===== src/uipc_pkg.sv =====
// Shared constants, encodings and carrier types for the UART interrupt, parity and error block.
// Assumes a single clock domain; every user of these types imports the whole package.
`default_nettype none
package uipc_pkg;

  // ---------------------------------------------------------------
  // Interrupt source bit positions, one layout for all views
  // ---------------------------------------------------------------
  localparam int IRQ_N               = 11;
  localparam int irq_overrun         = 0;
  localparam int irq_line_break      = 1;
  localparam int irq_parity_fault    = 2;
  localparam int irq_frame_fault     = 3;
  localparam int irq_rx_idle_timeout = 4;
  localparam int irq_tx              = 5;
  localparam int irq_rx              = 6;
  localparam int irq_dsr             = 7;
  localparam int irq_dcd             = 8;
  localparam int irq_cts             = 9;
  localparam int irq_ri              = 10;

  typedef logic [IRQ_N-1:0] uipc_irq_t;

  // ---------------------------------------------------------------
  // Encodings
  // ---------------------------------------------------------------
  typedef enum logic [2:0] {
    th_one_eighth,
    th_two_eighths,
    th_four_eighths,
    th_six_eighths,
    th_seven_eighths
  } uipc_thresh_e;

  typedef enum logic [2:0] {
    parity_off,
    parity_even_sel,
    parity_odd_sel,
    parity_stick_high,
    parity_stick_low
  } uipc_parity_e;

  typedef enum logic {
    tx_irq_on_level,
    tx_irq_on_idle
  } uipc_txmode_e;

  // ---------------------------------------------------------------
  // Carriers
  // ---------------------------------------------------------------
  typedef struct packed {
    logic rx_err_overflow;
    logic rx_err_line_break;
    logic rx_err_parity_bit;
    logic rx_err_frame;
  } uipc_rx_err_s;

  typedef struct packed {
    logic ri;
    logic cts;
    logic dcd;
    logic dsr;
  } uipc_modem_s;

  // ---------------------------------------------------------------
  // Values after reset
  // ---------------------------------------------------------------
  localparam uipc_thresh_e TX_THRESH_RST = th_four_eighths;
  localparam uipc_thresh_e RX_THRESH_RST = th_four_eighths;
  localparam uipc_parity_e PARITY_RST    = parity_off;
  localparam uipc_txmode_e TX_MODE_RST   = tx_irq_on_level;
  localparam uipc_irq_t    IRQ_EN_RST    = 11'h000;
  localparam uipc_irq_t    IRQ_RAW_RST   = 11'h000;
  localparam uipc_rx_err_s RX_ERR_RST    = 4'h0;
  localparam uipc_modem_s  MODEM_RST     = 4'h0;

  // Eighths of the FIFO depth for each threshold code
  function automatic int thresh_eighths(input uipc_thresh_e sel);
    case (sel)
      th_one_eighth:    thresh_eighths = 1;
      th_two_eighths:   thresh_eighths = 2;
      th_four_eighths:  thresh_eighths = 4;
      th_six_eighths:   thresh_eighths = 6;
      th_seven_eighths: thresh_eighths = 7;
      default:          thresh_eighths = 4;
    endcase
  endfunction : thresh_eighths

endpackage : uipc_pkg

`default_nettype wire


===== src/uipc_irq_ctrl.sv =====
// UART interrupt, FIFO threshold, parity and receive error control.
// Assumes FIFO fill levels, character strobes and line events come from logic on sys_clk_in;
// modem lines come from pins and are synchronised here.
//
// Behaviour
// - Transmit threshold: one, two, four, six, seven eighths.
// - Receive threshold chosen independently, same fractions.
// - Threshold selections read back in same encoding.
// - Clear mask drops only the selected sources.
// - Sources stay set until software clears them.
// - Disabled sources never reach the interrupt.
// - Eleven sources: errors, timeout, tx, rx, modem.
// - Raw and masked status both readable.
// - Status, enable, clear share bit layout.
// - Parity none, even, odd, stick one, zero.
// - One parity setting for send and check.
// - Four readable receiver error flags.
// - Overrun flag set when overrun happens.
// - One clear resets all four error flags.
// - Repeat error interrupt needs both clears first.
// - Level mode: tx interrupt on falling past threshold.
// - Idle mode: tx interrupt when fully drained.
`timescale 1ns/1ps
`default_nettype none

module uipc_irq_ctrl
  import uipc_pkg::*;
#(
  parameter int FIFO_DEPTH = 16,
  parameter int DATA_W     = 8,
  parameter int FILL_W     = $clog2(FIFO_DEPTH + 1)
) (
  input  wire logic              sys_clk_in,
  input  wire logic              reset_in,
  // Configuration writes
  input  wire logic              thresh_wr_in,
  input  wire logic [2:0]        tx_thresh_sel_in,
  input  wire logic [2:0]        rx_thresh_sel_in,
  input  wire logic              parity_wr_in,
  input  wire logic [2:0]        parity_mode_in,
  input  wire logic              tx_mode_wr_in,
  input  wire logic              tx_mode_in,
  input  wire logic              irq_en_wr_in,
  input  wire uipc_irq_t         irq_en_in,
  input  wire logic              irq_clr_in,
  input  wire uipc_irq_t         irq_clr_mask_in,
  input  wire logic              rx_err_clr_in,
  // Data path observations
  input  wire logic [FILL_W-1:0] tx_fill_in,
  input  wire logic [FILL_W-1:0] rx_fill_in,
  input  wire logic              tx_shift_idle_in,
  input  wire logic [DATA_W-1:0] tx_data_in,
  input  wire logic              rx_char_valid_in,
  input  wire logic [DATA_W-1:0] rx_data_in,
  input  wire logic              rx_parity_in,
  input  wire logic              rx_frame_err_in,
  input  wire logic              rx_break_in,
  input  wire logic              rx_overrun_in,
  input  wire logic              rx_timeout_in,
  input  wire uipc_modem_s       modem_pins_in,
  // Read-back and results
  output logic [2:0]             tx_thresh_sel_out,
  output logic [2:0]             rx_thresh_sel_out,
  output logic [2:0]             parity_mode_out,
  output logic                   tx_mode_out,
  output uipc_irq_t              irq_en_out,
  output uipc_irq_t              irq_raw_out,
  output uipc_irq_t              irq_masked_out,
  output logic                   irq_out,
  output uipc_rx_err_s           rx_err_out,
  output logic                   tx_parity_bit_out
);

  // ---------------------------------------------------------------
  // Elaboration checks
  // ---------------------------------------------------------------
  if (FIFO_DEPTH < 8 || (FIFO_DEPTH % 8) != 0) begin : g_bad_depth
    $error("FIFO_DEPTH must be a positive multiple of 8");
  end
  if (DATA_W < 1 || FILL_W < $clog2(FIFO_DEPTH + 1)) begin : g_bad_width
    $error("DATA_W or FILL_W too small");
  end

  // ---------------------------------------------------------------
  // State
  // ---------------------------------------------------------------
  typedef struct packed {
    uipc_thresh_e tx_sel;
    uipc_thresh_e rx_sel;
    uipc_parity_e parity;
    uipc_txmode_e tx_mode;
    uipc_irq_t    irq_en;
    uipc_irq_t    irq_raw;
    uipc_irq_t    irq_masked;
    logic         irq;
    uipc_rx_err_s rx_err;
    uipc_modem_s  modem_meta;
    uipc_modem_s  modem_sync;
    uipc_modem_s  modem_prev;
    logic         modem_armed;
    logic         tx_above;
    logic         rx_above;
    logic         tx_idle_prev;
    logic         tx_parity;
  } uipc_state_s;

  uipc_state_s st;
  uipc_state_s next_st;

  // ---------------------------------------------------------------
  // Helpers
  // ---------------------------------------------------------------
  function automatic logic [FILL_W-1:0] thresh_level(input uipc_thresh_e sel);
    thresh_level = FILL_W'((FIFO_DEPTH * thresh_eighths(sel)) / 8);
  endfunction : thresh_level

  // Expected parity bit; stick modes ignore the data entirely
  function automatic logic parity_bit(input uipc_parity_e mode, input logic [DATA_W-1:0] data);
    case (mode)
      parity_even_sel:   parity_bit = ^data;
      parity_odd_sel:    parity_bit = ~^data;
      parity_stick_high: parity_bit = 1'b1;
      parity_stick_low:  parity_bit = 1'b0;
      default:           parity_bit = 1'b0;
    endcase
  endfunction : parity_bit

  function automatic logic thresh_ok(input logic [2:0] code);
    thresh_ok = (code <= 3'(th_seven_eighths));
  endfunction : thresh_ok

  // ---------------------------------------------------------------
  // Next state
  // ---------------------------------------------------------------
  always_comb begin
    uipc_rx_err_s ev;
    uipc_irq_t    set;
    uipc_modem_s  change;
    logic         tx_above_now;
    logic         rx_above_now;
    logic         idle_now;
    logic         tx_ev;
    ev           = RX_ERR_RST;
    set          = IRQ_RAW_RST;
    change       = MODEM_RST;
    tx_above_now = 1'b0;
    rx_above_now = 1'b0;
    idle_now     = 1'b0;
    tx_ev        = 1'b0;
    next_st      = st;

    // Configuration; codes outside the encoding are ignored
    if (thresh_wr_in && thresh_ok(tx_thresh_sel_in)) begin
      next_st.tx_sel = uipc_thresh_e'(tx_thresh_sel_in);
    end
    if (thresh_wr_in && thresh_ok(rx_thresh_sel_in)) begin
      next_st.rx_sel = uipc_thresh_e'(rx_thresh_sel_in);
    end
    if (parity_wr_in && parity_mode_in <= 3'(parity_stick_low)) begin
      next_st.parity = uipc_parity_e'(parity_mode_in);
    end
    if (tx_mode_wr_in) begin
      next_st.tx_mode = uipc_txmode_e'(tx_mode_in);
    end
    if (irq_en_wr_in) begin
      next_st.irq_en = irq_en_in;
    end

    // Two-stage synchroniser, then change detect on the settled copy
    next_st.modem_meta  = modem_pins_in;
    next_st.modem_sync  = st.modem_meta;
    next_st.modem_prev  = st.modem_sync;
    next_st.modem_armed = 1'b1;
    // Armed bit masks change detect only in the first cycle after reset, before modem_sync holds the pins
    change = st.modem_armed ? (st.modem_sync ^ st.modem_prev) : MODEM_RST;

    // Transmit interrupt event and receive threshold level
    tx_above_now         = tx_fill_in > thresh_level(st.tx_sel);
    rx_above_now         = rx_fill_in >= thresh_level(st.rx_sel);
    idle_now             = (tx_fill_in == '0) && tx_shift_idle_in;
    next_st.tx_above     = tx_above_now;
    next_st.rx_above     = rx_above_now;
    next_st.tx_idle_prev = idle_now;
    if (st.tx_mode == tx_irq_on_idle) begin
      tx_ev = idle_now && !st.tx_idle_prev;
    end else begin
      tx_ev = st.tx_above && !tx_above_now;
    end

    // Receiver error events
    ev.rx_err_frame      = rx_char_valid_in && rx_frame_err_in;
    ev.rx_err_parity_bit = rx_char_valid_in && (st.parity != parity_off) &&
                           (rx_parity_in != parity_bit(st.parity, rx_data_in));
    ev.rx_err_line_break = rx_break_in;
    ev.rx_err_overflow   = rx_overrun_in;

    // Error interrupts fire only while the matching flag is still clear
    set[irq_overrun]         = ev.rx_err_overflow && !st.rx_err.rx_err_overflow;
    set[irq_line_break]      = ev.rx_err_line_break && !st.rx_err.rx_err_line_break;
    set[irq_parity_fault]    = ev.rx_err_parity_bit && !st.rx_err.rx_err_parity_bit;
    set[irq_frame_fault]     = ev.rx_err_frame && !st.rx_err.rx_err_frame;
    set[irq_rx_idle_timeout] = rx_timeout_in;
    set[irq_tx]              = tx_ev;
    set[irq_rx]              = !st.rx_above && rx_above_now;
    set[irq_dsr]             = change.dsr;
    set[irq_dcd]             = change.dcd;
    set[irq_cts]             = change.cts;
    set[irq_ri]              = change.ri;

    // Sticky status; a new event outranks a clear in the same cycle
    if (irq_clr_in) begin
      next_st.irq_raw = st.irq_raw & ~irq_clr_mask_in;
    end
    next_st.irq_raw = next_st.irq_raw | set;

    if (rx_err_clr_in) begin
      next_st.rx_err = RX_ERR_RST;
    end
    next_st.rx_err = next_st.rx_err | ev;

    next_st.irq_masked = next_st.irq_raw & next_st.irq_en;
    next_st.irq        = |next_st.irq_masked;
    next_st.tx_parity  = parity_bit(next_st.parity, tx_data_in);
  end

  // ---------------------------------------------------------------
  // Registers
  // ---------------------------------------------------------------
  always_ff @(posedge sys_clk_in) begin
    if (reset_in) begin
      st <= '{tx_sel: TX_THRESH_RST, rx_sel: RX_THRESH_RST, parity: PARITY_RST,
              tx_mode: TX_MODE_RST, irq_en: IRQ_EN_RST, irq_raw: IRQ_RAW_RST,
              irq_masked: IRQ_RAW_RST, irq: 1'b0, rx_err: RX_ERR_RST,
              modem_meta: MODEM_RST, modem_sync: MODEM_RST, modem_prev: MODEM_RST,
              modem_armed: 1'b0, tx_above: 1'b0, rx_above: 1'b0,
              tx_idle_prev: 1'b0, tx_parity: 1'b0};
    end else begin
      st <= next_st;
    end
  end

  // ---------------------------------------------------------------
  // Outputs
  // ---------------------------------------------------------------
  assign tx_thresh_sel_out = st.tx_sel;
  assign rx_thresh_sel_out = st.rx_sel;
  assign parity_mode_out   = st.parity;
  assign tx_mode_out       = st.tx_mode;
  assign irq_en_out        = st.irq_en;
  assign irq_raw_out       = st.irq_raw;
  assign irq_masked_out    = st.irq_masked;
  assign irq_out           = st.irq;
  assign rx_err_out        = st.rx_err;
  assign tx_parity_bit_out = st.tx_parity;

endmodule : uipc_irq_ctrl

`default_nettype wire


===== config.mk =====
export PLATFORM = sky130hd
export DESIGN_NAME = uipc_irq_ctrl
export DESIGN_NICKNAME = d
export VERILOG_FILES = /design/src/uipc_pkg.sv /design/src/uipc_irq_ctrl.sv
export SDC_FILE = /design/constraint.sdc
export NUM_CORES = 1
export LEC_CHECK = 0
export BUFFER_PORTS_ARGS = -buffer_cell sky130_fd_sc_hd__buf_2
export CORE_AREA = 4 4 91 93
export CTS_CLUSTER_DIAMETER = 150
export DETAILED_ROUTE_END_ITERATION = 10
export DIE_AREA = 0 0 95 97
export PLACE_DENSITY = 0.66
export SKIP_LAST_GASP = 1
export SLEW_MARGIN = 20
export SYNTH_ARGS = -nofsm -noshare
export SYNTH_HDL_FRONTEND = slang
export SYNTH_SLANG_ARGS = --single-unit

===== constraint.sdc =====
create_clock -name sys_clk_in -period 2.1 [get_ports sys_clk_in]
set_input_delay 0.21 -clock sys_clk_in [delete_from_list [all_inputs] [get_ports sys_clk_in]]
set_output_delay 0.21 -clock sys_clk_in [all_outputs]
set_load 0.01 [all_outputs]

### Word level (Yosys, flattened, before mapping)

Index checks and enable logic that the tools add are counted.

* output and inout port bits: 49
* bits in registers: 65

* reductions and logical operators: 30
* bitwise logic cells: 6
* order comparisons: 5
* muxes and demuxes: 11
* eq/ne operators: 13

Operator list (count)
* 3-bit case mux with 4 select lines: 2
* 11-bit bitwise AND: 2
* 11-bit 2-to-1 mux: 2
* 3-bit by 2-bit == test with 1-bit output (second input constant): 6
* 8-bit XNOR reduction: 2
* 8-bit parity: 2
* 1-bit logical AND: 14
* 3-bit by 1-bit == test with 1-bit output (second input constant): 4
* 11-bit inverter: 1
* 11-bit OR: 1
* 11-bit OR reduction: 1
* 3-bit <= comparator (second input constant): 3
* 4-bit 2-to-1 mux: 2
* 1-bit zero test: 7
* 3-bit == test (second input constant): 2
* 3-bit zero test: 2
* 1-bit case mux with 3 select lines: 2
* 5-bit greater-or-equal comparator: 1
* 5-bit greater-than comparator: 1
* 5-bit zero test: 1
* 5-bit 2-to-1 mux: 1
* 4-bit OR: 1
* 4-bit XOR: 1
* 3-bit 2-to-1 mux: 1
* 3 further kinds: 3

### Depth between registers and ports, before layout

Gate-level depths: netlist of the first run.

* depth after elaboration: 9
* gate-level depth with buffers: 10

### Least setup slack after synthesis of the first run

OpenSTA, ideal clock, no wires.

* path kind: reg2reg
* start point: register st (netlist bit tx_thresh_sel_out[1])
* end point: register st (netlist bit irq_out)
* setup slack: 0.288 ns
* cell stages (with the launch flop): 11
* buffers on the path: 0
* required time: 1.966 ns
* setup time: 0.134 ns
* arrival: 1.678 ns
* cells stage by stage: dfxtp_1 nor2_1 mux2i_1 ha_1 nor2b_1 o21ai_0 nand2b_1 a21oi_1 a221o_1 a2bb2oi_1 o221ai_2

* word-level cells in the longest chain between the ends: 9
* elaborated cells between the ends (all ways): 12
* classes of those cells: order compare (1); eq/ne (3); mux (2); bitwise (2); reduce/logical (4)

RTL lines
* from (decl): RTL line uipc_irq_ctrl.sv:107 `uipc_state_s st;`
* from (signal assigned): RTL line uipc_irq_ctrl.sv:231 `st <= '{tx_sel: TX_THRESH_RST, rx_sel: RX_THRESH_RST, parity: PARITY_RST,`
* from (signal assigned): RTL line uipc_irq_ctrl.sv:238 `st <= next_st;`
* 3-bit == test (tied with other cells): RTL line uipc_pkg.sv:79 `case (sel)`
* 3-bit case mux with 4 select lines *: RTL line uipc_pkg.sv:79
* 5-bit greater-than comparator *: RTL line uipc_irq_ctrl.sv:178 `tx_above_now = tx_fill_in > thresh_level(st.tx_sel);`
* 1-bit zero test *: RTL line uipc_irq_ctrl.sv:187 `tx_ev = st.tx_above && !tx_above_now;`
* 1-bit logical AND *: RTL line uipc_irq_ctrl.sv:187
* 1-bit 2-to-1 mux *: RTL line uipc_irq_ctrl.sv:184 `if (st.tx_mode == tx_irq_on_idle) begin`
* 11-bit OR *: RTL line uipc_irq_ctrl.sv:214 `next_st.irq_raw = next_st.irq_raw | set;`
* 11-bit bitwise AND *: RTL line uipc_irq_ctrl.sv:221 `next_st.irq_masked = next_st.irq_raw & next_st.irq_en;`
* 11-bit OR reduction *: RTL line uipc_irq_ctrl.sv:222 `next_st.irq = |next_st.irq_masked;`

Every way passes the cells marked *; elsewhere a longest branch is shown, timed or not.
A chain may end at the register's enable or synchronous reset.

### Worst setup path in the final report of the first run

Same ends and word-level chain as after synthesis.

==> results by group, run 1 <==
Critical path
  – R2R Setup Slk: 0.19 ns
  – Worst Path Arrival: 2.13 ns
  – Crit Path Max Fanout: 4
  – CP required: 2.31 ns
  – Startpoint class of the critical path: flip-flop
  – RR Startpoint: tx_thresh_sel_out[1]
  – Worst R2R End: irq_out
  – Critical Path Sink Type: flip-flop
  – CP Launch Point: tx_thresh_sel_out[1]
  – FF-to-FF path depth: 10
  – WS Path Type: reg -> reg

CTS
  – Clk_lat worst skew: 0.33 ns
  – Clock root cell: clkbuf_8
  – Clock transition at path regs: 0.07 ns
  – CTS H-Tree Depth: 3
  – CTS Buf Count: 9
  – CTS tree: done
  – CTS Buffer Depth: 2
  – Clock sinks: 65
  – Setup Fix Bufs, Post-CTS: 0

Cells and area
  – Nets: 491
  – Fillers: 767
  – Area Growth Syn to Fin: 21.68%
  – Layout cells sized above 1: 37.05%
  – Ant. Diodes: 0
  – Post-layout util: 47.49%

Synthesis
  – Mapped cell area: 0.002938 sq mm
  – Synth unique cells: 40
  – Synth warnings: 0
  – Share of the synthesized area in the top cell type: 44.29%
  – FFs w/ async S/R, synth: 0%
  – Syn Inst Count: 322
  – Syn_nets: 405
  – Most frequent cell after synthesis: dfxtp_1
  – Main area contributors after synthesis: dfxtp_1 (44%), buf_4 (12%), mux2i_1 (5.5%), nor2_1 (4.7%), nor2b_1 (4.3%)
  – Main synth FF type: dfxtp_1
  – Synth cell count leaders: dfxtp_1 (65), buf_4 (48), nor2_1 (37), nand2_1 (27), nor2b_1 (20)
  – Largest area contributor in the netlist: dfxtp_1
  – Post-synth EDFFs: 0
  – Syn Area/Cell: 9.124 sq um
  – Number of synthesized register bits: 65
  – Register area share after synthesis: 44.29%

Detailed routing
  – Max layer used: met4
  – DR vias/cell: 4.478
  – DR WL met3: 648 um
  – First drt pass iteration count: 4
  – # DRC: 0
  – Vias post-DR: 2,306
  – Antenna Nets Post-Route: 0
  – DR iter-0 viols: 37
  – WL final: 6.421 mm
  – Routed wl met2: 3.041 mm
  – Met1 WL: 2.672 mm
  – Routed WL per cell: 12.47 um

Min path
  – Hold crit path type: in -> reg
  – Hold worst-path end: next_st[12]
  – WHS Path Cells: 2
  – Hold Startpoint: modem_pins_in[3]

Floorplanning
  – Die Wd: 95 um
  – # IOs: 126
  – Core box area: 0.007527 sq mm
  – Die area: 0.009215 sq mm
  – Starting Density: 39.03%
  – Row count: 32
  – Chip height: 97 um

Flow run
  – Max Cap Viol: 0

GRT
  – First-pass GRT wire length: 10.09 mm
  – Initial antenna violation count: 0
  – Vias in the first global route: 2,214
  – GR Overflow Total: 0
  – Maximum number of pins on one net before global-route repair: 45
  – Tot GR Track Use: 13.98%

STA
  – Setup violators final: 0
  – Final Skew: 0.006250 ns
  – Final worst-path cycle share: 91.16%
  – Setup TNS Final: 0 ns
  – Tmin final: 1.914 ns
  – Final Max Tran Viols: 0
  – Fmax: 522.4 MHz
  – Final hold vios: 0
  – RSZ-0062 raised after global routing: no
  – Least-Margin Pin Slew: 0.3553 ns
  – Slew margin rel.: 76.31%

Placement
  – DPL Wire Length: 5.095 mm
  – PortBufs: 125
  – GP Congestion: 0.7383

Power
  – Leakage: 1.749 nW
  – Pwr/cell area: 811.3 mW/mm^2
  – Total power: 2.900 mW
  – IR drop worst, VDD: 295.0 uV

Run status
  – Status: completed
[flip-flops by register name (all words and copies together) (netlist names), 3 cells and up]
| signal | cells |
|---|---|
| irq_en_out | 11 |
| irq_masked_out | 11 |
| irq_raw_out | 11 |
| next_st | 8 |
| st | 8 |
| rx_err_out | 4 |
| parity_mode_out | 3 |
| rx_thresh_sel_out | 3 |
| tx_thresh_sel_out | 3 |
[cells by family (layout without fill, tap and decap cells)]
family                   count (synthesis)  count (layout)  share of synthesized area [%]
AO/OA/AOI/OAI                           46              46                          10.48
XOR/XNOR                                19              19                          5.664
adder cells (fa/ha/maj)                  6               6                          2.555
buffers and inverters                   61             152                          13.93
flip-flops                              65              65                          44.29
multiplexers                            17              17                          5.835
AND/OR/NAND/NOR                        108             108                          17.25
[stage by stage]
| step | area, sq um | cells | hold slack (ns) | worst slack [ns] |
|---|---|---|---|---|
| after floorplan | 2938 | 322 | 0.3274 | 0.2885 |
| after global placement | 3351 | 499 | 0.4184 | 0.1937 |
| after detailed placement | 3351 | 499 | 0.4231 | 0.1239 |
| after CTS | 3566 | 515 | 0.07510 | 0.09330 |
| after global routing | 3575 | 515 | 0.08475 | 0.04183 |
| final | 3575 | 515 | 0.08757 | 0.1857 |
[worst max-delay path by stage]
stage	to	slack, ns
after global routing	irq_out	0.04
after global placement	irq_out	0.19
after floorplan	irq_out	0.29
after CTS	irq_out	0.09
after detailed placement	irq_out	0.12
final	irq_out	0.19
[area by class of cell]
cell class | instances | area [sq um] | share of cell area [%]
Inverter | 7 | 26.28 | 0.7350
Clock inverter | 4 | 50.05 | 1.400
Multi-Input combinational cell | 196 | 1236 | 34.58
Sequential cell | 65 | 1301 | 36.40
Tap cell | 102 | 127.6 | 3.570
Timing Repair Buffer | 129 | 668.1 | 18.69
Clock buffer | 12 | 165.2 | 4.620
[critical path, stage by stage, from the launching register on]
cell and delay (ns):
dfxtp_1 0.35, nor2_2 0.13, mux2i_1 0.09, ha_1 0.29
nor2b_1 0.12, o21ai_0 0.08, nand2b_1 0.07, a21oi_1 0.08
a221o_1 0.34, a2bb2oi_2 0.15, o221ai_2 0.09
[where the power goes]
| group | internal, mW | total [mW] | switching [mW] | leakage [nW] |
|---|---|---|---|---|
| registers | 1.30 | 1.34 | 0.0362 | 0.534 |
| clock network | 0.643 | 1.11 | 0.471 | 0.105 |
| logic | 0.224 | 0.449 | 0.225 | 1.11 |
[routing by layer]
layer  GRT usage [%]  vias up
met4           3.663        0
met1           16.00     1024
met2           23.05       77
li1                -     1199
met3           6.765        6
met5               0        -
[placed cells by master (no fill, tap or decap), types with 2 or more instances in the layout]
cell type / instances
o21ai_0: 9
xnor2_1: 14
inv_1: 7
o22ai_1: 3
clkinvlp_4: 2
nand2b_1: 3
dfxtp_1: 65
mux2i_1: 16
buf_4: 3
ha_1: 6
a21oi_1: 16
clkbuf_8: 12
nor2b_1: 20
xor2_1: 5
nor3_1: 12
nand2_1: 27
o21ba_2: 2
and2_1: 3
nor2_1: 36
buf_2: 125
a22oi_1: 3
[timing repair]
| action | CTS | global route |
|---|---|---|
| hold endpoints to repair | 0 | 0 |
| hold buffers | 0 | 0 |
| resized for setup | 0 | 2 |
| setup endpoints to repair | 0 | 1 |
Power figures use the tool's default switching activity.
==> run 2: changes to the inputs <==
- ABC_AREA: default -> 1
- CORE_AREA: 4 4 91 93 -> 4 4 94 96
- DIE_AREA: 0 0 95 97 -> 0 0 98 100
- PLACE_DENSITY: 0.66 -> 0.65
==> run 2 against run 1 <==
Cell area grew 4.3%. Die area grew 6.3%. Critical path type unchanged. Flip-flop and latch count is the same. Synthesized cell count grew 36%. Sequential power is essentially flat. Largest cell class unchanged. Register-to-register slack gained 0.11 ns.
==> results by group, run 2 <==
Floorplanning
  – Die area: 0.009800 sq mm
  – Core box area: 0.008051 sq mm
  – Starting Density: 38.79%
  – Die Wd: 98 um
  – Row count: 33
  – # IOs: 126
  – Chip height: 100 um

Critical path
  – CP required: 2.34 ns
  – Critical path endpoint: irq_out
  – Worst R2R End: irq_out
  – Worst Path Arrival: 2.04 ns
  – Crit path cell chain: o21ai_0 -> o21ai_0 -> ha_1 -> a21boi_0 -> o21ai_0 -> nand2_1 -> nand2_1 -> nand2_1 -> nand2_1 -> nand2_1 -> o21ai_1 -> nand2_1
  – CP Launch Point: rx_thresh_sel_out[0]
  – Slowest cell delay on critical path: 0.34 ns
  – Startpoint class of the critical path: flip-flop
  – RR Startpoint: rx_thresh_sel_out[0]
  – WS Path Type: reg -> reg
  – R2R Setup Slk: 0.30 ns
  – CP max stage cell: dfxtp_1
  – Kind of cell adding the most delay to the critical path: compound AO/OA/AOI/OAI gates
  – Stages on worst setup path: 12
  – Crit Path Max Fanout: 5
  – FF-to-FF path depth: 12
  – Critical path's most frequent cell: nand2_1
  – CP bufs+invs: 0
  – Critical Path Sink Type: flip-flop

Detailed routing
  – DR iter-0 viols: 57
  – Vias post-DR: 2,742
  – Antenna Nets Post-Route: 0
  – # DRC: 0
  – First drt pass iteration count: 5
  – DR vias/cell: 4.345
  – Routed WL per cell: 11.02 um
  – WL final: 6.954 mm

Power
  – Pwr/cell area: 794.2 mW/mm^2
  – IR drop worst, VDD: 409.3 uV
  – Leakage: 2.050 nW
  – Total power: 2.960 mW

Cells and area
  – FF+latch area: 0.001301 sq mm
  – Ant. Diodes: 0
  – Layout cells sized above 1: 28.52%
  – Fillers: 828
  – Post-route cell area: 0.003727 sq mm
  – Area of the multi-input gates: 0.001227 sq mm
  – Most frequent cells in the layout: buf_2 (125), nand2_1 (108), dfxtp_1 (65)
  – Nets: 604
  – Area Growth Syn to Fin: 19.35%
  – Most common cell after layout, fill and taps aside: buf_2

Min path
  – Hold crit path type: in -> reg
  – WHS Path Cells: 3

Placement
  – GP Congestion: 0.7706
  – Placed instance area: 0.003507 sq mm
  – PortBufs: 125
  – DPL Wire Length: 5.470 mm

GRT
  – GR Overflow Total: 0
  – Vias in the first global route: 2,656
  – Maximum number of pins on one net before global-route repair: 36
  – Tot GR Track Use: 14.83%
  – First-pass GRT wire length: 11.65 mm
  – Initial antenna violation count: 1

STA
  – RSZ-0062 raised after global routing: no
  – Slew margin rel.: 70.54%
  – Final hold vios: 0
  – Fmax: 555.4 MHz
  – Tmin final: 1.801 ns
  – Setup TNS Final: 0 ns
  – Least-Margin Pin Slew: 0.4419 ns
  – Final Max Tran Viols: 0
  – Final Skew: 0.01051 ns
  – Setup violators final: 0
  – Final worst-path cycle share: 85.74%

CTS
  – Setup Fix Bufs, Post-CTS: 0
  – Clock transition at path regs: 0.07 ns
  – Cts hold-fix bufs: 0
  – Clock root cell: clkbuf_8
  – # resized after CTS: 0
  – CTS Buf Count: 9
  – Clk_lat worst skew: 0.35 ns
  – Clock sinks: 65
  – CTS H-Tree Depth: 3
  – CTS tree: done
  – CTS Buffer Depth: 2

Synthesis
  – Synth cell count leaders: nand2_1 (108), dfxtp_1 (65), nor2_1 (62), inv_1 (55), buf_4 (47)
  – Synth unique cells: 26
  – Largest area contributor in the netlist: dfxtp_1
  – FFs w/ async S/R, synth: 0%
  – Most frequent cell after synthesis: nand2_1
  – Main synth FF type: dfxtp_1
  – Syn Area/Cell: 7.130 sq um
  – Number of synthesized register bits: 65
  – Post-synth EDFFs: 0
  – Syn Inst Count: 438
  – Synth warnings: 0
  – Share of the synthesized area in the top cell type: 41.67%
  – Register area share after synthesis: 41.67%
  – Mapped cell area: 0.003123 sq mm
  – Syn_nets: 521
  – Main area contributors after synthesis: dfxtp_1 (42%), nand2_1 (13%), buf_4 (11%), nor2_1 (7.5%), inv_1 (6.6%)

Flow run
  – Max Cap Viol: 0

Run status
  – Status: completed
[run 2: how the worst min path moves through the flow]
stage	from	to	slack, ns
floorplan	reset_in	st[4]	0.30
global placement	next_st[9]	next_st[5]	0.39
detailed placement	next_st[9]	next_st[5]	0.39
CTS	modem_pins_in[0]	next_st[9]	0.04
global route	modem_pins_in[3]	next_st[12]	0.04
finish	modem_pins_in[0]	next_st[9]	0.06
[run 2: tightest hold or removal path, cell delays in order]
cell	delay (ns)
buf_2	0.07
inv_1	0.03
nor2_1	0.06
[run 2: cell families (layout without fill, tap and decap cells)]
| logic type | count (synthesis) | in the layout | share of synthesized area (%) |
|---|---|---|---|
| flip-flops | 65 | 65 | 41.67 |
| adder cells (fa/ha/maj) | 6 | 6 | 2.404 |
| multiplexers | 5 | 5 | 1.603 |
| buffers and inverters | 111 | 199 | 19.03 |
| AND/OR/NAND/NOR | 201 | 201 | 25.96 |
| XOR/XNOR | 7 | 7 | 1.963 |
| AO/OA/AOI/OAI | 43 | 43 | 7.372 |
[run 2: cell type report]
cell class                      count  share of cell area (%)
Sequential cell                    65                   34.91
Clock buffer                       10                   3.424
Timing Repair Buffer              126                   16.99
Inverter                           57                   5.740
Clock inverter                      6                   2.484
Multi-Input combinational cell    262                   32.93
Tap cell                          105                   3.525
[run 2: report_power, final]
group	switching, mW	total, mW	leakage (nW)	internal [mW]
logic	0.254	0.454	1.41	0.199
registers	0.0372	1.34	0.535	1.31
clock network	0.492	1.16	0.103	0.672
[run 2: layer usage]
metal / GRT usage, % / share of wire (%)
met5: 0 / 0.10
met4: 3.834 / 1.2
met1: 16.67 / 43
met3: 6.532 / 7.7
met2: 25.76 / 48
[run 2: through the flow]
step | std cells | setup WS, ns | utilization, % | hold WS [ns]
after global placement | 615 | 0.3426 | 43.56 | 0.3890
after floorplan | 438 | 0.4822 | - | 0.3049
after CTS | 631 | 0.2853 | 46.29 | 0.04259
after detailed placement | 615 | 0.3068 | 43.56 | 0.3924
after global routing | 631 | 0.06374 | 46.29 | 0.03821
final | 631 | 0.2995 | 46.29 | 0.05907
